## src/hw/lcn_defines.svh

```systemverilog
`ifndef LCN_DEFINES_SVH
`define LCN_DEFINES_SVH
// Register byte offsets
`define LCN_REG_CTRL   6'h00
`define LCN_REG_TT0    6'h04
`define LCN_REG_TT1    6'h08
`define LCN_REG_TT2    6'h0c
`define LCN_REG_INV    6'h10
`define LCN_REG_RCFG   6'h14
`define LCN_REG_QGRP   6'h18
`define LCN_REG_QIO    6'h1c
`define LCN_REG_STAT   6'h20
// Field positions
`define LCN_CTRL_RSRC  0
`define LCN_CTRL_QSRC  2
`define LCN_CTRL_QCLK  6
`define LCN_CTRL_CRA   10
`define LCN_QIO_DRV    4
`define LCN_RCFG_W     4
`define LCN_STAT_COUT  3
`define LCN_STAT_LIVE  6
`define LCN_STAT_QIN   7
`define LCN_STAT_BIG   11
// Reset values
`define LCN_RST_WORD   32'h0000_0000
`define LCN_RST_QGRP   8'he4
// Hardwired clock start-up: edges swallowed after power-up
`define LCN_HARD_HOLD  2'h3
// Clock source indices of a register cell
`define LCN_SRC_HARD   3'h0
`define LCN_SRC_RA     3'h1
`define LCN_SRC_RB     3'h2
`define LCN_SRC_INT    3'h3
`define LCN_SRC_QUAD   3'h4
`define LCN_N_SRC      5
// Bus answers
`define LCN_RESP_OKAY  2'h0
`define LCN_RESP_SLV   2'h2
`endif

```

## src/hw/lcn_pkg.sv

```systemverilog
package lcn_pkg;
   // Whole state of the fabric top
   typedef struct packed {
      logic              aw_got;
      logic [5:0]        awaddr;
      logic              w_got;
      logic [31:0]       wdata;
      logic [3:0]        wstrb;
      logic              bvalid;
      logic [1:0]        bresp;
      logic              rvalid;
      logic [31:0]       rdata;
      logic [1:0]        rresp;
      logic [31:0]       ctrl;
      logic [2:0][31:0]  tt;
      logic [2:0]        inv;
      logic [11:0]       rcfg;
      logic [7:0]        qgrp;
      logic [7:0]        qio;
      logic [1:0]        hard_cnt;
      logic              hard_live;
      logic              hard_prev;
      logic [1:0]        rout_prev;
      logic [2:0]        int_prev;
      logic [3:0]        quad_prev;
   } lcn_fab_st_t;

   // Whole state of one register cell
   typedef struct packed {
      logic q;
   } lcn_rc_st_t;
endpackage

```

## src/hw/lcn_reg_cell.sv

```systemverilog
`timescale 1ns/1ps
`include "lcn_defines.svh"
module lcn_reg_cell #(
   parameter int N_SRC = `LCN_N_SRC
) (
   input  wire logic             aclk,
   input  wire logic             aresetn,
   input  wire logic [N_SRC-1:0] src_rise,
   input  wire logic [N_SRC-1:0] src_fall,
   input  wire logic [2:0]       src_sel,
   input  wire logic             fall_edge,
   input  wire logic             d,
   input  wire logic             clk_en,
   input  wire logic             clear,
   input  wire logic             preset,
   output logic                  q
);
   lcn_pkg::lcn_rc_st_t st;
   lcn_pkg::lcn_rc_st_t next_st;
   logic                tick;

   // Clock mux then per-cell polarity; out-of-range select gives no clock
   always_comb begin
      tick = 1'b0;
      if (int'(src_sel) < N_SRC) begin
         tick = fall_edge ? src_fall[src_sel] : src_rise[src_sel]; // [RQ4] [RQ3]
      end
   end

   // Clear beats preset; both act without waiting for a clock edge
   always_comb begin
      next_st = st;
      if (clear) begin
         next_st.q = 1'b0; // [RQ1] [RQ15]
      end else if (preset) begin
         next_st.q = 1'b1; // [RQ1]
      end else if (tick && clk_en) begin
         next_st.q = d; // [RQ2]
      end
   end

   always_ff @(posedge aclk) begin
      if (!aresetn) begin
         st <= '0;
      end else begin
         st <= next_st;
      end
   end

   // Force overrides the stored bit at once, not at the next edge
   assign q = clear ? 1'b0 : (preset ? 1'b1 : st.q); // [RQ1] [RQ15]
endmodule // lcn_reg_cell

```

## src/hw/lcn_fabric.sv

```systemverilog
// Contract
// RQ1: Register cell flip-flop has asynchronous clear to low and preset to high.
// RQ2: Select control lines form a clock enable; disabled cell holds its value.
// RQ3: Each register cell picks rising or falling active clock edge on its own.
// RQ4: Register cell clock comes from hardwired, routed global, or internal logic clock.
// RQ5: Combinational cell computes any function of five inputs, one optionally inverted.
// RQ6: Cluster one holds two logic cells and one register; cluster two the reverse.
// RQ7: Hardwired clock reaches register clock muxes only, never combinational logic.
// RQ8: After power-up the hardwired clock is swallowed until its fourth cycle.
// RQ9: A grounded reserved test-reset pin bypasses the hardwired start-up swallow.
// RQ10: Both routed clocks come from pin or internal logic and feed logic too; here only routed clock A reaches the logic cells.
// RQ11: Two routed clocks, one hardwired clock; only the largest part has quadrant clocks.
// RQ12: Largest part has four quadrant clocks, pin or internal, groupable across quadrants.
// RQ13: Quadrant clocks A to D serve bottom-left, bottom-right, top-left, top-right.
// RQ14: A quadrant clock pin not used as clock works as an ordinary user pin.
// RQ15: With clear and preset both active, clear wins and output stays low.
//
// Our own choices: register access over AXI4-Lite and the address map.
`timescale 1ns/1ps
`include "lcn_defines.svh"
module lcn_fabric #(
   parameter logic LARGEST = 1'b1
) (
   input  wire logic        aclk,
   input  wire logic        aresetn,
   input  wire logic [5:0]  s_axi_awaddr,
   input  wire logic        s_axi_awvalid,
   output logic             s_axi_awready,
   input  wire logic [31:0] s_axi_wdata,
   input  wire logic [3:0]  s_axi_wstrb,
   input  wire logic        s_axi_wvalid,
   output logic             s_axi_wready,
   output logic [1:0]       s_axi_bresp,
   output logic             s_axi_bvalid,
   input  wire logic        s_axi_bready,
   input  wire logic [5:0]  s_axi_araddr,
   input  wire logic        s_axi_arvalid,
   output logic             s_axi_arready,
   output logic [31:0]      s_axi_rdata,
   output logic [1:0]       s_axi_rresp,
   output logic             s_axi_rvalid,
   input  wire logic        s_axi_rready,
   input  wire logic        hardwired_clock,
   input  wire logic        trst_grounded,
   input  wire logic        routed_clock_a,
   input  wire logic        routed_clock_b,
   input  wire logic [3:0]  quad_pin_in,
   output logic [3:0]       quad_pin_out,
   output logic [3:0]       quad_pin_oe_n,
   output logic [3:0]       quad_clock_net,
   input  wire logic [14:0] cell_in,
   input  wire logic [2:0]  control_select_zero,
   input  wire logic [2:0]  control_select_one,
   input  wire logic [2:0]  cell_clear,
   input  wire logic [2:0]  cell_preset,
   output logic [2:0]       cell_q
);
   lcn_pkg::lcn_fab_st_t st;
   lcn_pkg::lcn_fab_st_t next_st;

   logic [2:0]  cout;
   logic [2:0]  invertible_input;
   logic        routed_a_lvl;
   logic        routed_b_lvl;
   logic [3:0]  quad_lvl;
   logic [3:0]  quad_is_clk;
   logic        hard_rise;
   logic        hard_fall;
   logic        hard_rise_g;
   logic        hard_fall_g;
   logic [1:0]  rout_lvl;
   logic [1:0]  rout_rise;
   logic [1:0]  rout_fall;
   logic [2:0]  int_lvl;
   logic [2:0]  int_rise;
   logic [2:0]  int_fall;
   logic [3:0]  quad_rise;
   logic [3:0]  quad_fall;
   logic [2:0]  rc_d;
   logic [2:0]  rc_quad;
   logic        aw_take;
   logic        w_take;
   logic        ar_take;
   logic [31:0] stat_word;

   // Routed clocks: pin or an internal register output, never a loop through logic
   assign routed_a_lvl = st.ctrl[`LCN_CTRL_RSRC] ? cell_q[0] : routed_clock_a; // [RQ10]
   assign routed_b_lvl = st.ctrl[`LCN_CTRL_RSRC+1] ? cell_q[1] : routed_clock_b; // [RQ10]
   assign rout_lvl     = {routed_b_lvl, routed_a_lvl};
   assign quad_is_clk  = st.ctrl[`LCN_CTRL_QCLK +: 4];

   // Combinational cells; input four may take routed clock A, the hardwired one has no path here
   always_comb begin
      for (int k = 0; k < 3; k++) begin
         invertible_input[k] = cell_in[5*k] ^ st.inv[k]; // [RQ5]
         cout[k] = st.tt[k][{st.ctrl[`LCN_CTRL_CRA+k] ? routed_a_lvl : cell_in[5*k+4], // [RQ10] [RQ7]
                             cell_in[5*k+1 +: 3], invertible_input[k]}]; // [RQ5]
      end
   end

   // Quadrant sources: pin only when claimed as a clock, else internal or quiet
   always_comb begin
      for (int i = 0; i < 4; i++) begin
         quad_lvl[i] = st.ctrl[`LCN_CTRL_QSRC+i] ? cell_q[2] : (quad_is_clk[i] & quad_pin_in[i]); // [RQ12]
         quad_clock_net[i] = LARGEST ? quad_lvl[st.qgrp[2*i +: 2]] : 1'b0; // [RQ11] [RQ12] [RQ13]
      end
   end

   // Quadrant pins as user I/O; enable low while driving
   assign quad_pin_out  = st.qio[3:0];
   assign quad_pin_oe_n = ~(st.qio[`LCN_QIO_DRV +: 4] & ~quad_is_clk); // [RQ14]

   // Edge detection on inputs taken as synchronous to aclk
   assign hard_rise = hardwired_clock & ~st.hard_prev;
   assign hard_fall = ~hardwired_clock & st.hard_prev;
   assign rout_rise = rout_lvl & ~st.rout_prev;
   assign rout_fall = ~rout_lvl & st.rout_prev;
   assign int_lvl   = {cout[2], cout[2], cout[1]};
   assign int_rise  = int_lvl & ~st.int_prev;
   assign int_fall  = ~int_lvl & st.int_prev;
   assign quad_rise = quad_clock_net & ~st.quad_prev;
   assign quad_fall = ~quad_clock_net & st.quad_prev;

   // Swallow the first three hardwired cycles; the fourth rise is the first passed
   assign hard_rise_g = hard_rise & (trst_grounded | st.hard_live | (st.hard_cnt == `LCN_HARD_HOLD)); // [RQ8] [RQ9]
   assign hard_fall_g = hard_fall & (trst_grounded | st.hard_live); // [RQ8] [RQ9]

   // Cluster one: C0, C1 feed R0. Cluster two: C2 feeds R1 and R2, which swap outputs
   assign rc_d[0]  = control_select_one[0] ? cout[1] : cout[0]; // [RQ6]
   assign rc_d[1]  = control_select_one[1] ? cell_q[2] : cout[2]; // [RQ6]
   assign rc_d[2]  = control_select_one[2] ? cell_q[1] : cout[2]; // [RQ6]
   assign rc_quad  = {quad_clock_net[2], quad_clock_net[1], quad_clock_net[0]};

   // Register cells; cell i sits in quadrant i
   for (genvar g = 0; g < 3; g++) begin : g_rcell
      lcn_reg_cell #(
         .N_SRC (`LCN_N_SRC)
      ) u_cell (
         .aclk      (aclk),
         .aresetn   (aresetn),
         .src_rise  ({rc_quad[g] & ~st.quad_prev[g], int_rise[g], rout_rise, hard_rise_g}), // [RQ4] [RQ7]
         .src_fall  ({rc_quad[g] & st.quad_prev[g] ? 1'b0 : quad_fall[g], int_fall[g], rout_fall, hard_fall_g}),
         .src_sel   (st.rcfg[`LCN_RCFG_W*g +: 3]),
         .fall_edge (st.rcfg[`LCN_RCFG_W*g+3]), // [RQ3]
         .d         (rc_d[g]),
         .clk_en    (control_select_zero[g] | control_select_one[g]), // [RQ2]
         .clear     (cell_clear[g]),
         .preset    (cell_preset[g]),
         .q         (cell_q[g])
      );
   end

   // Bus handshakes: one write and one read in flight
   assign s_axi_awready = ~st.aw_got & ~st.bvalid;
   assign s_axi_wready  = ~st.w_got & ~st.bvalid;
   assign s_axi_arready = ~st.rvalid;
   assign s_axi_bvalid  = st.bvalid;
   assign s_axi_bresp   = st.bresp;
   assign s_axi_rvalid  = st.rvalid;
   assign s_axi_rdata   = st.rdata;
   assign s_axi_rresp   = st.rresp;
   assign aw_take       = s_axi_awvalid & s_axi_awready;
   assign w_take        = s_axi_wvalid & s_axi_wready;
   assign ar_take       = s_axi_arvalid & s_axi_arready;

   // Status word shows the block's own state
   always_comb begin
      stat_word = `LCN_RST_WORD;
      stat_word[2:0] = cell_q;
      stat_word[`LCN_STAT_COUT +: 3] = cout;
      stat_word[`LCN_STAT_LIVE] = st.hard_live;
      stat_word[`LCN_STAT_QIN +: 4] = quad_pin_in;
      stat_word[`LCN_STAT_BIG] = LARGEST;
   end

   // Byte-lane merge for writes
   function automatic logic [31:0] merge(input logic [31:0] old, input logic [31:0] nw, input logic [3:0] be);
      logic [31:0] r;
      r = old;
      for (int b = 0; b < 4; b++) begin
         if (be[b]) begin
            r[8*b +: 8] = nw[8*b +: 8];
         end
      end
      return r;
   endfunction

   // Next state of the whole top
   always_comb begin
      logic [31:0] m;
      m = `LCN_RST_WORD;
      next_st = st;
      next_st.hard_prev = hardwired_clock;
      next_st.rout_prev = rout_lvl;
      next_st.int_prev  = int_lvl;
      next_st.quad_prev = quad_clock_net;
      // Count swallowed rises; the fourth one makes the clock live for good
      if (hard_rise && !st.hard_live) begin
         if (st.hard_cnt == `LCN_HARD_HOLD) begin
            next_st.hard_live = 1'b1; // [RQ8]
         end else begin
            next_st.hard_cnt = st.hard_cnt + 2'h1; // [RQ8]
         end
      end
      // Write channel: address and data in either order
      if (aw_take) begin
         next_st.aw_got = 1'b1;
         next_st.awaddr = s_axi_awaddr;
      end
      if (w_take) begin
         next_st.w_got = 1'b1;
         next_st.wdata = s_axi_wdata;
         next_st.wstrb = s_axi_wstrb;
      end
      if (st.aw_got && st.w_got) begin
         next_st.aw_got = 1'b0;
         next_st.w_got  = 1'b0;
         next_st.bvalid = 1'b1;
         next_st.bresp  = `LCN_RESP_OKAY;
         case (st.awaddr)
            `LCN_REG_CTRL: next_st.ctrl = merge(st.ctrl, st.wdata, st.wstrb);
            `LCN_REG_TT0:  next_st.tt[0] = merge(st.tt[0], st.wdata, st.wstrb);
            `LCN_REG_TT1:  next_st.tt[1] = merge(st.tt[1], st.wdata, st.wstrb);
            `LCN_REG_TT2:  next_st.tt[2] = merge(st.tt[2], st.wdata, st.wstrb);
            `LCN_REG_INV: begin
               m = merge({29'h0, st.inv}, st.wdata, st.wstrb);
               next_st.inv = m[2:0];
            end
            `LCN_REG_RCFG: begin
               m = merge({20'h0, st.rcfg}, st.wdata, st.wstrb);
               next_st.rcfg = m[11:0];
            end
            `LCN_REG_QGRP: begin
               m = merge({24'h0, st.qgrp}, st.wdata, st.wstrb);
               next_st.qgrp = m[7:0];
            end
            `LCN_REG_QIO: begin
               m = merge({24'h0, st.qio}, st.wdata, st.wstrb);
               next_st.qio = m[7:0];
            end
            `LCN_REG_STAT: next_st.bresp = `LCN_RESP_OKAY; // Read-only, write dropped
            default:       next_st.bresp = `LCN_RESP_SLV;
         endcase
      end
      if (st.bvalid && s_axi_bready) begin
         next_st.bvalid = 1'b0;
      end
      // Read channel
      if (st.rvalid && s_axi_rready) begin
         next_st.rvalid = 1'b0;
      end
      if (ar_take) begin
         next_st.rvalid = 1'b1;
         next_st.rresp  = `LCN_RESP_OKAY;
         case (s_axi_araddr)
            `LCN_REG_CTRL: next_st.rdata = st.ctrl;
            `LCN_REG_TT0:  next_st.rdata = st.tt[0];
            `LCN_REG_TT1:  next_st.rdata = st.tt[1];
            `LCN_REG_TT2:  next_st.rdata = st.tt[2];
            `LCN_REG_INV:  next_st.rdata = {29'h0, st.inv};
            `LCN_REG_RCFG: next_st.rdata = {20'h0, st.rcfg};
            `LCN_REG_QGRP: next_st.rdata = {24'h0, st.qgrp};
            `LCN_REG_QIO:  next_st.rdata = {24'h0, st.qio};
            `LCN_REG_STAT: next_st.rdata = stat_word;
            default: begin
               next_st.rdata = `LCN_RST_WORD;
               next_st.rresp = `LCN_RESP_SLV;
            end
         endcase
      end
   end

   // Reset is power-up for the hardwired start-up counter
   always_ff @(posedge aclk) begin
      if (!aresetn) begin
         st      <= '0;
         st.qgrp <= `LCN_RST_QGRP;
      end else begin
         st <= next_st;
      end
   end
endmodule // lcn_fabric

```

## config.mk

```make
export PLATFORM = sky130hd
export DESIGN_NAME = lcn_fabric
export DESIGN_NICKNAME = d
export VERILOG_FILES = /design/src/hw/lcn_pkg.sv /design/src/hw/lcn_reg_cell.sv /design/src/hw/lcn_fabric.sv
export VERILOG_INCLUDE_DIRS = /design/src /design/src/hw
export SDC_FILE = /design/constraint.sdc
export NUM_CORES = 1
export LEC_CHECK = 0
export BUFFER_PORTS_ARGS = -buffer_cell sky130_fd_sc_hd__clkbuf_2
export CORE_UTILIZATION = 50
export CTS_BUF_LIST = sky130_fd_sc_hd__clkbuf_8
export DETAILED_ROUTE_END_ITERATION = 10
export GPL_TIMING_DRIVEN = 0
export PLACE_DENSITY = 0.7
export SLEW_MARGIN = 20
export SYNTH_ARGS = -nofsm -noshare
export SYNTH_HDL_FRONTEND = slang
export SYNTH_HIERARCHICAL = 1
export SYNTH_SLANG_ARGS = --single-unit
```

## constraint.sdc

```tcl
create_clock -name aclk -period 5 [get_ports aclk]
set_clock_uncertainty 0.05 [all_clocks]
set_input_delay 1.25 -clock aclk [delete_from_list [all_inputs] [get_ports aclk]]
set_output_delay 1.25 -clock aclk [all_outputs]
set_load 0.03 [all_outputs]
```

* After elaboration in Yosys (flattened, before gate mapping)
Index checks and enable logic that the tools add are counted.
** Storage, ports and cells
- Word-level logic and storage cells :: 230
- Register bits after elaboration :: 255
- Bits of input ports :: 90
** Cells by class
- Equal/unequal tests :: 17
- Bitwise gates (word level) :: 51
- $lt $le $gt $ge :: 13
- $add $sub $neg :: 1
- Muxes and demuxes :: 64
- Reductions and logical operators :: 44
** Operators by type and width (count)
- 32-bit one-hot mux with 9 select lines :: 1
- 3-bit AND reduction :: 21
- 6-bit by 5-bit == test with 1-bit output (second input constant) :: 8
- 1-bit 2-to-1 mux :: 47
- 35-bit 2-to-1 mux :: 1
- 6-bit by 4-bit == test with 1-bit output (second input constant) :: 4
- 1-bit bitwise AND :: 19
- 1-bit binary-select mux with 3-bit select :: 6
- 5-bit by 6-bit less-than comparator with 1-bit output (second input constant) :: 3
- 9-bit OR reduction :: 2
- 1-bit binary-select mux with 5-bit select :: 3
- 6-bit by 3-bit == test with 1-bit output (second input constant) :: 2
- 6-bit == test (second input constant) :: 2
- 6-bit logical NOT :: 2
- 2-bit by 3-bit less-than comparator with 1-bit output (second input constant) :: 4
- 3-bit by 4-bit less-than comparator with 1-bit output (second input constant) :: 3
- 1-bit NOT :: 11
- 2-bit OR reduction :: 5
- 3-bit bitwise AND :: 3
- 3-bit less-than comparator (second input constant) :: 3
- 3-bit NOT :: 3
- 1-bit binary-select mux with 2-bit select :: 4
- 4-bit NOT :: 2
- 2-bit nonzero test :: 4
- 11 further kinds :: 27

* Logic depth before layout (Yosys ltp)
- Word-level depth :: 15
- Gate-level depth with buffers :: 13

* Hierarchy
The synthesis kept the hierarchy.
** Modules (own cells, without submodules)
- lcn_fabric :: area an instance 12034.0 um2, times used 1, cells an instance 1322, sequential area each 5004.8 um2
- lcn_reg_cell :: area an instance 171.4 um2, times used 3, cells an instance 17, sequential area each 20.0 um2

* Worst setup path before layout
Ideal clock, no wire load.
- Kind :: input -> output
- Start :: in cell_preset[2]
- End :: out quad_clock_net[0]
- Path buffers :: 0
- Stages :: 5
- Slack :: 0.896 ns
- Arrival :: 2.804 ns
- Cells stage by stage :: nor2_1 -> nor2_1 -> a21oi_1 -> mux4_2 -> inv_1
** Between the ends
- Longest elaborated chain between the ends :: 5
** RTL lines
- start, declared :: RTL line lcn_fabric.sv:55 : input wire logic [2:0] cell_preset,
- 1-bit 2-to-1 mux * (2 in series) :: RTL line lcn_reg_cell.sv:51 : assign q = clear ? 1'b0 : (preset ? 1'b1 : st.q);
- net cell_q[2] :: RTL line lcn_fabric.sv:56 : output logic [2:0] cell_q
- 1-bit 2-to-1 mux :: RTL line lcn_fabric.sv:104 : quad_lvl[i] = st.ctrl[`LCN_CTRL_QSRC+i] ? cell_q[2] : (quad_is_clk[i] & quad_pin_in[i]);
- 1-bit binary-select mux with 2-bit select * :: RTL line lcn_fabric.sv:105 : quad_clock_net[i] = LARGEST ? quad_lvl[st.qgrp[2*i +: 2]] : 1'b0;
- 1-bit 2-to-1 mux (not written as such) * :: RTL line lcn_fabric.sv:105
- end, declared :: RTL line lcn_fabric.sv:50 : output logic [3:0] quad_clock_net,
The timed path passes the listed nets; every way through them passes the cells marked *. The select of a mux whose other input is x is not followed.

* Worst setup path in the final report
- Start :: in cell_in[10]
- End :: reg g_rcell[1].u_cell.st
** Between the ends
- Longest elaborated chain between the ends :: 11
** RTL lines
- start, declared :: RTL line lcn_fabric.sv:51 : input wire logic [14:0] cell_in,
- 1-bit XOR :: RTL line lcn_fabric.sv:95 : invertible_input[k] = cell_in[5*k] ^ st.inv[k];
- 1-bit binary-select mux with 5-bit select :: RTL line lcn_fabric.sv:96 : cout[k] = st.tt[k][{st.ctrl[`LCN_CTRL_CRA+k] ? routed_a_lvl : cell_in[5*k+4],
- 1-bit 2-to-1 mux :: RTL line lcn_fabric.sv:96
- 3-bit NOT :: RTL line lcn_fabric.sv:120 : assign int_fall = ~int_lvl & st.int_prev;
- 3-bit bitwise AND :: RTL line lcn_fabric.sv:120
- net int_fall[1] :: RTL line lcn_fabric.sv:76 : logic [2:0] int_fall;
- 1-bit binary-select mux with 3-bit select :: RTL line lcn_reg_cell.sv:26 : tick = fall_edge ? src_fall[src_sel] : src_rise[src_sel];
- 1-bit 2-to-1 mux (not written as such) :: RTL line lcn_reg_cell.sv:26
- 1-bit 2-to-1 mux :: RTL line lcn_reg_cell.sv:26
- 1-bit 2-to-1 mux :: RTL line lcn_reg_cell.sv:25 : if (int'(src_sel) < N_SRC) begin
- 1-bit logical AND :: RTL line lcn_reg_cell.sv:37 : end else if (tick && clk_en) begin
- 2-bit nonzero test (no source line)
- end signal, assigned :: RTL line lcn_reg_cell.sv:46 : st <= next_st;
- end, declared :: RTL line lcn_reg_cell.sv:18 : lcn_pkg::lcn_rc_st_t st;
The timed path passes the listed nets, and every way through them passes these cells. The select of a mux whose other input is x is not followed.
A chain may end at the register's enable or synchronous reset.

==> impl_metrics.json <==
{
  "min_period_ns": 4.353,
  "crit_arrival_ns": 4.76,
  "synth-simple-area-share": 0.2186,
  "synthMostInstantiatedCell": "dfxtp_1",
  "rsz0062_at_grt": "false",
  "slew_headroom": 0.3655,
  "powerDensity_nw_per_um2": 304.8,
  "cp.required_ns": 5.40,
  "cp_top_family": "compound AO/OA/AOI/OAI gates",
  "rows": 57,
  "path_buf_inv": 2,
  "maxCapViolations": 0,
  "yosysTopAreaCell": "dfxtp_1",
  "first_global_vias": 10490,
  "final_area_um2": 14630,
  "finalCritPeriodShare": 0.8706,
  "fp.dieW_um": 160.4,
  "cts_tree": "yes",
  "cp_max_fo": 10,
  "setup-violations-final": 0,
  "path_clk_slew_ns": 0.06,
  "clk_path_buf_depth": 3,
  "cpPeakStageDelay_ns": 0.69,
  "netlist_instances": 1373,
  "post_drt_wl_per_cell_um": 21.90,
  "drtIter0Drc": 1368,
  "synth_compound_area_frac": 0.1599,
  "postCtsHoldBufs": 0,
  "synth_cell_types": 63,
  "cts_num_sinks": 253,
  "fillCellCount": 2168,
  "finalHoldViolCount": 0,
  "viasPerCell": 5.921,
  "avgSynthCellArea_um2": 9.139,
  "die_h_um": 160.4,
  "worstSkewPairLatency_ns": 0.58,
  "synth.area.top_cells": "dfxtp_1 40%, mux2i_1 9.0%, a21boi_0 6.6%",
  "synth-main-ff-cell": "dfxtp_1",
  "wl_met3_um": 4525,
  "place.port_buffers": 141,
  "setup.worst_path.class": "in2reg",
  "grt_max_degree": 13,
  "placeableCoreArea_um2": 24460,
  "track_usage": 0.3217,
  "synth_area_um2": 12550,
  "ir_drop_mv": 0.2031,
  "wl_met1_um": 18130,
  "yosysSeqAreaShare": 0.4036,
  "start_util": 0.5130,
  "max_freq_mhz": 229.7,
  "synth-xor-area-share": 0.004288,
  "fin_tns_setup_ns": 0,
  "synth_common_cells": "253 x dfxtp_1, 215 x nand2_1, 127 x nor2b_1",
  "syn2layout_area_growth_pct": 16.57,
  "ant_nets": 0,
  "cp_slowest_cell": "o32ai_1",
  "cts_setup_buffers": 0,
  "synthAdderAreaFrac": 0.0009971,
  "wl_met2_um": 17570,
  "cp_common_cell": "mux2i_1",
  "critPathCaptureType": "flop",
  "dr.pass1.iters": 10,
  "synth_top_area_frac": 0.4036,
  "path_cells": "clkbuf_2 -> xnor2_1 -> buf_2 -> mux2i_1 -> a22o_1 -> o32ai_1 -> mux2i_1 -> and2_1 -> mux4_2 -> nand3b_1 -> o41ai_2 -> and3_1 -> o311a_1",
  "antenna_found_initial": 2,
  "overflow": 0,
  "synth_edf_count": 0,
  "synthMuxAreaShare": 0.1545,
  "ys_async_sr_fraction": 0,
  "hpwl_um": 31590,
  "drc": 0,
  "cts_resized": 0,
  "routabilityCongestion": 1.042,
  "status": "completed",
  "synth_top_family_by_area": "simple AND/OR/NAND/NOR gates",
  "grt_first_pass_wirelength_um": 62710,
  "h-tree-depth": 2,
  "layout.nets": 1653,
  "cts_buffers": 45,
  "hold_path.class": "reg2reg",
  "wl_um": 42070,
  "num_antenna_cells": 0,
  "multi_input_area_um2": 6788,
  "p_leak_nw": 5.788,
  "topRoutingLayerUsed": "met5",
  "worst_pin_slew_ns": 0.9485,
  "ys_ff_latch": 253,
  "yosys_warnings": 6,
  "drive_gt1_frac": 0.1972,
  "num_io_pins": 146,
  "cp-start-kind": "input port",
  "vias": 11370,
  "finalMaxSlewViolations": 0,
  "regArea_um2": 5065,
  "dieArea_um2": 25730,
  "place_area_um2": 13690,
  "root_buffer": "clkbuf_8"
}
-- metrics by stage --
stage                     hold slack, ns    util  std cells  setup slack, ns  power, mW
final                             0.4137  0.5980       1921           0.6468      4.459
after global routing              0.4414  0.5980       1921           0.6000      4.595
after CTS                         0.4184  0.5979       1921           0.7016      4.458
after detailed placement          0.4102  0.5595       1839           0.1421      2.522
after global placement            0.4009  0.5585       1839           0.1960      2.512
after floorplan                   0.3892       -       1374           0.8960      2.346
-- cells in the final DEF, fill, tap and decap left out, types with 4 or more instances in the layout --
| cell | n |
|---|---|
| a21oi_1 | 60 |
| nand3_1 | 78 |
| o211a_1 | 6 |
| and3_1 | 10 |
| nand2_1 | 215 |
| nor3_1 | 12 |
| o22ai_1 | 4 |
| o21ai_0 | 4 |
| dfxtp_1 | 253 |
| nor3b_1 | 8 |
| mux2_2 | 15 |
| mux2i_1 | 113 |
| and2b_4 | 6 |
| buf_4 | 43 |
| and2_1 | 16 |
| nor2b_1 | 127 |
| o21a_1 | 4 |
| a32oi_1 | 4 |
| clkbuf_8 | 61 |
| inv_1 | 30 |
| a31oi_1 | 5 |
| a22o_1 | 4 |
| a222oi_1 | 33 |
| mux4_2 | 19 |
| mux4_1 | 8 |
| clkbuf_2 | 141 |
| or2_2 | 4 |
| buf_2 | 7 |
| a22oi_1 | 8 |
| nor2_1 | 34 |
| a21boi_0 | 110 |
| nand2b_1 | 14 |
| clkbuf_1 | 80 |
| nand3b_1 | 7 |
-- cell type report --
class	count	area share
buffer	133	0.04576
clock buffer	61	0.05739
clock inverter	21	0.006757
inverter	15	0.003849
multi-input combinational	973	0.4640
sequential	253	0.3462
tap	324	0.02771
timing repair buffer	141	0.04824
-- per-layer routing --
metal	up-vias	global-route usage
li1	5225	-
met1	5345	0.4525
met2	667	0.4725
met3	135	0.06818
met4	2	0.1433
met5	-	0
-- worst reg2reg max path, delay by kind of cell (launching register included) --
| kind | cells | cell delay (ns) |
|---|---|---|
| simple gates | 3 | 0.55 |
| flops | 1 | 0.35 |
| xor+xnor | 1 | 0.32 |
| compound gates | 4 | 1.30 |
| mux | 3 | 0.89 |
| buf+inv | 1 | 0.39 |
-- final timing paths --
kind / endpoint / cells after the start / slack (ns) / startpoint
worst max-delay path: g_rcell[1].u_cell/st / 13 / 0.65 / cell_in[10]
worst min-delay path: st[211] / 2 / 0.41 / st[211]
worst max register to register: g_rcell[1].u_cell/st / 12 / 1.02 / st[43]
worst min register to register: st[211] / 2 / 0.41 / st[211]
-- kinds of logic after synthesis --
group / after synthesis
simple gates: 544
compound gates: 267
flops: 253
mux: 155
buf+inv: 148
xor+xnor: 4
fa+ha+maj: 1
other cells: 1
-- sequential cells by signal, summed over array words and instances, names as in the netlist --
register / flops
s_axi_bresp: 1
st: 206
s_axi_rvalid: 1
s_axi_rresp: 1
quad_pin_out: 4
quad_is_clk: 4
s_axi_rdata: 32
g_rcell.u_cell/st: 3
s_axi_bvalid: 1
-- report_power, final --
group,internal (mW),switching [mW]
logic,0.143,0.262
registers,2.05,0.0361
clock network,1.09,0.879
total,3.28,1.18
Note: power is estimated with default switching activity, not from simulation.
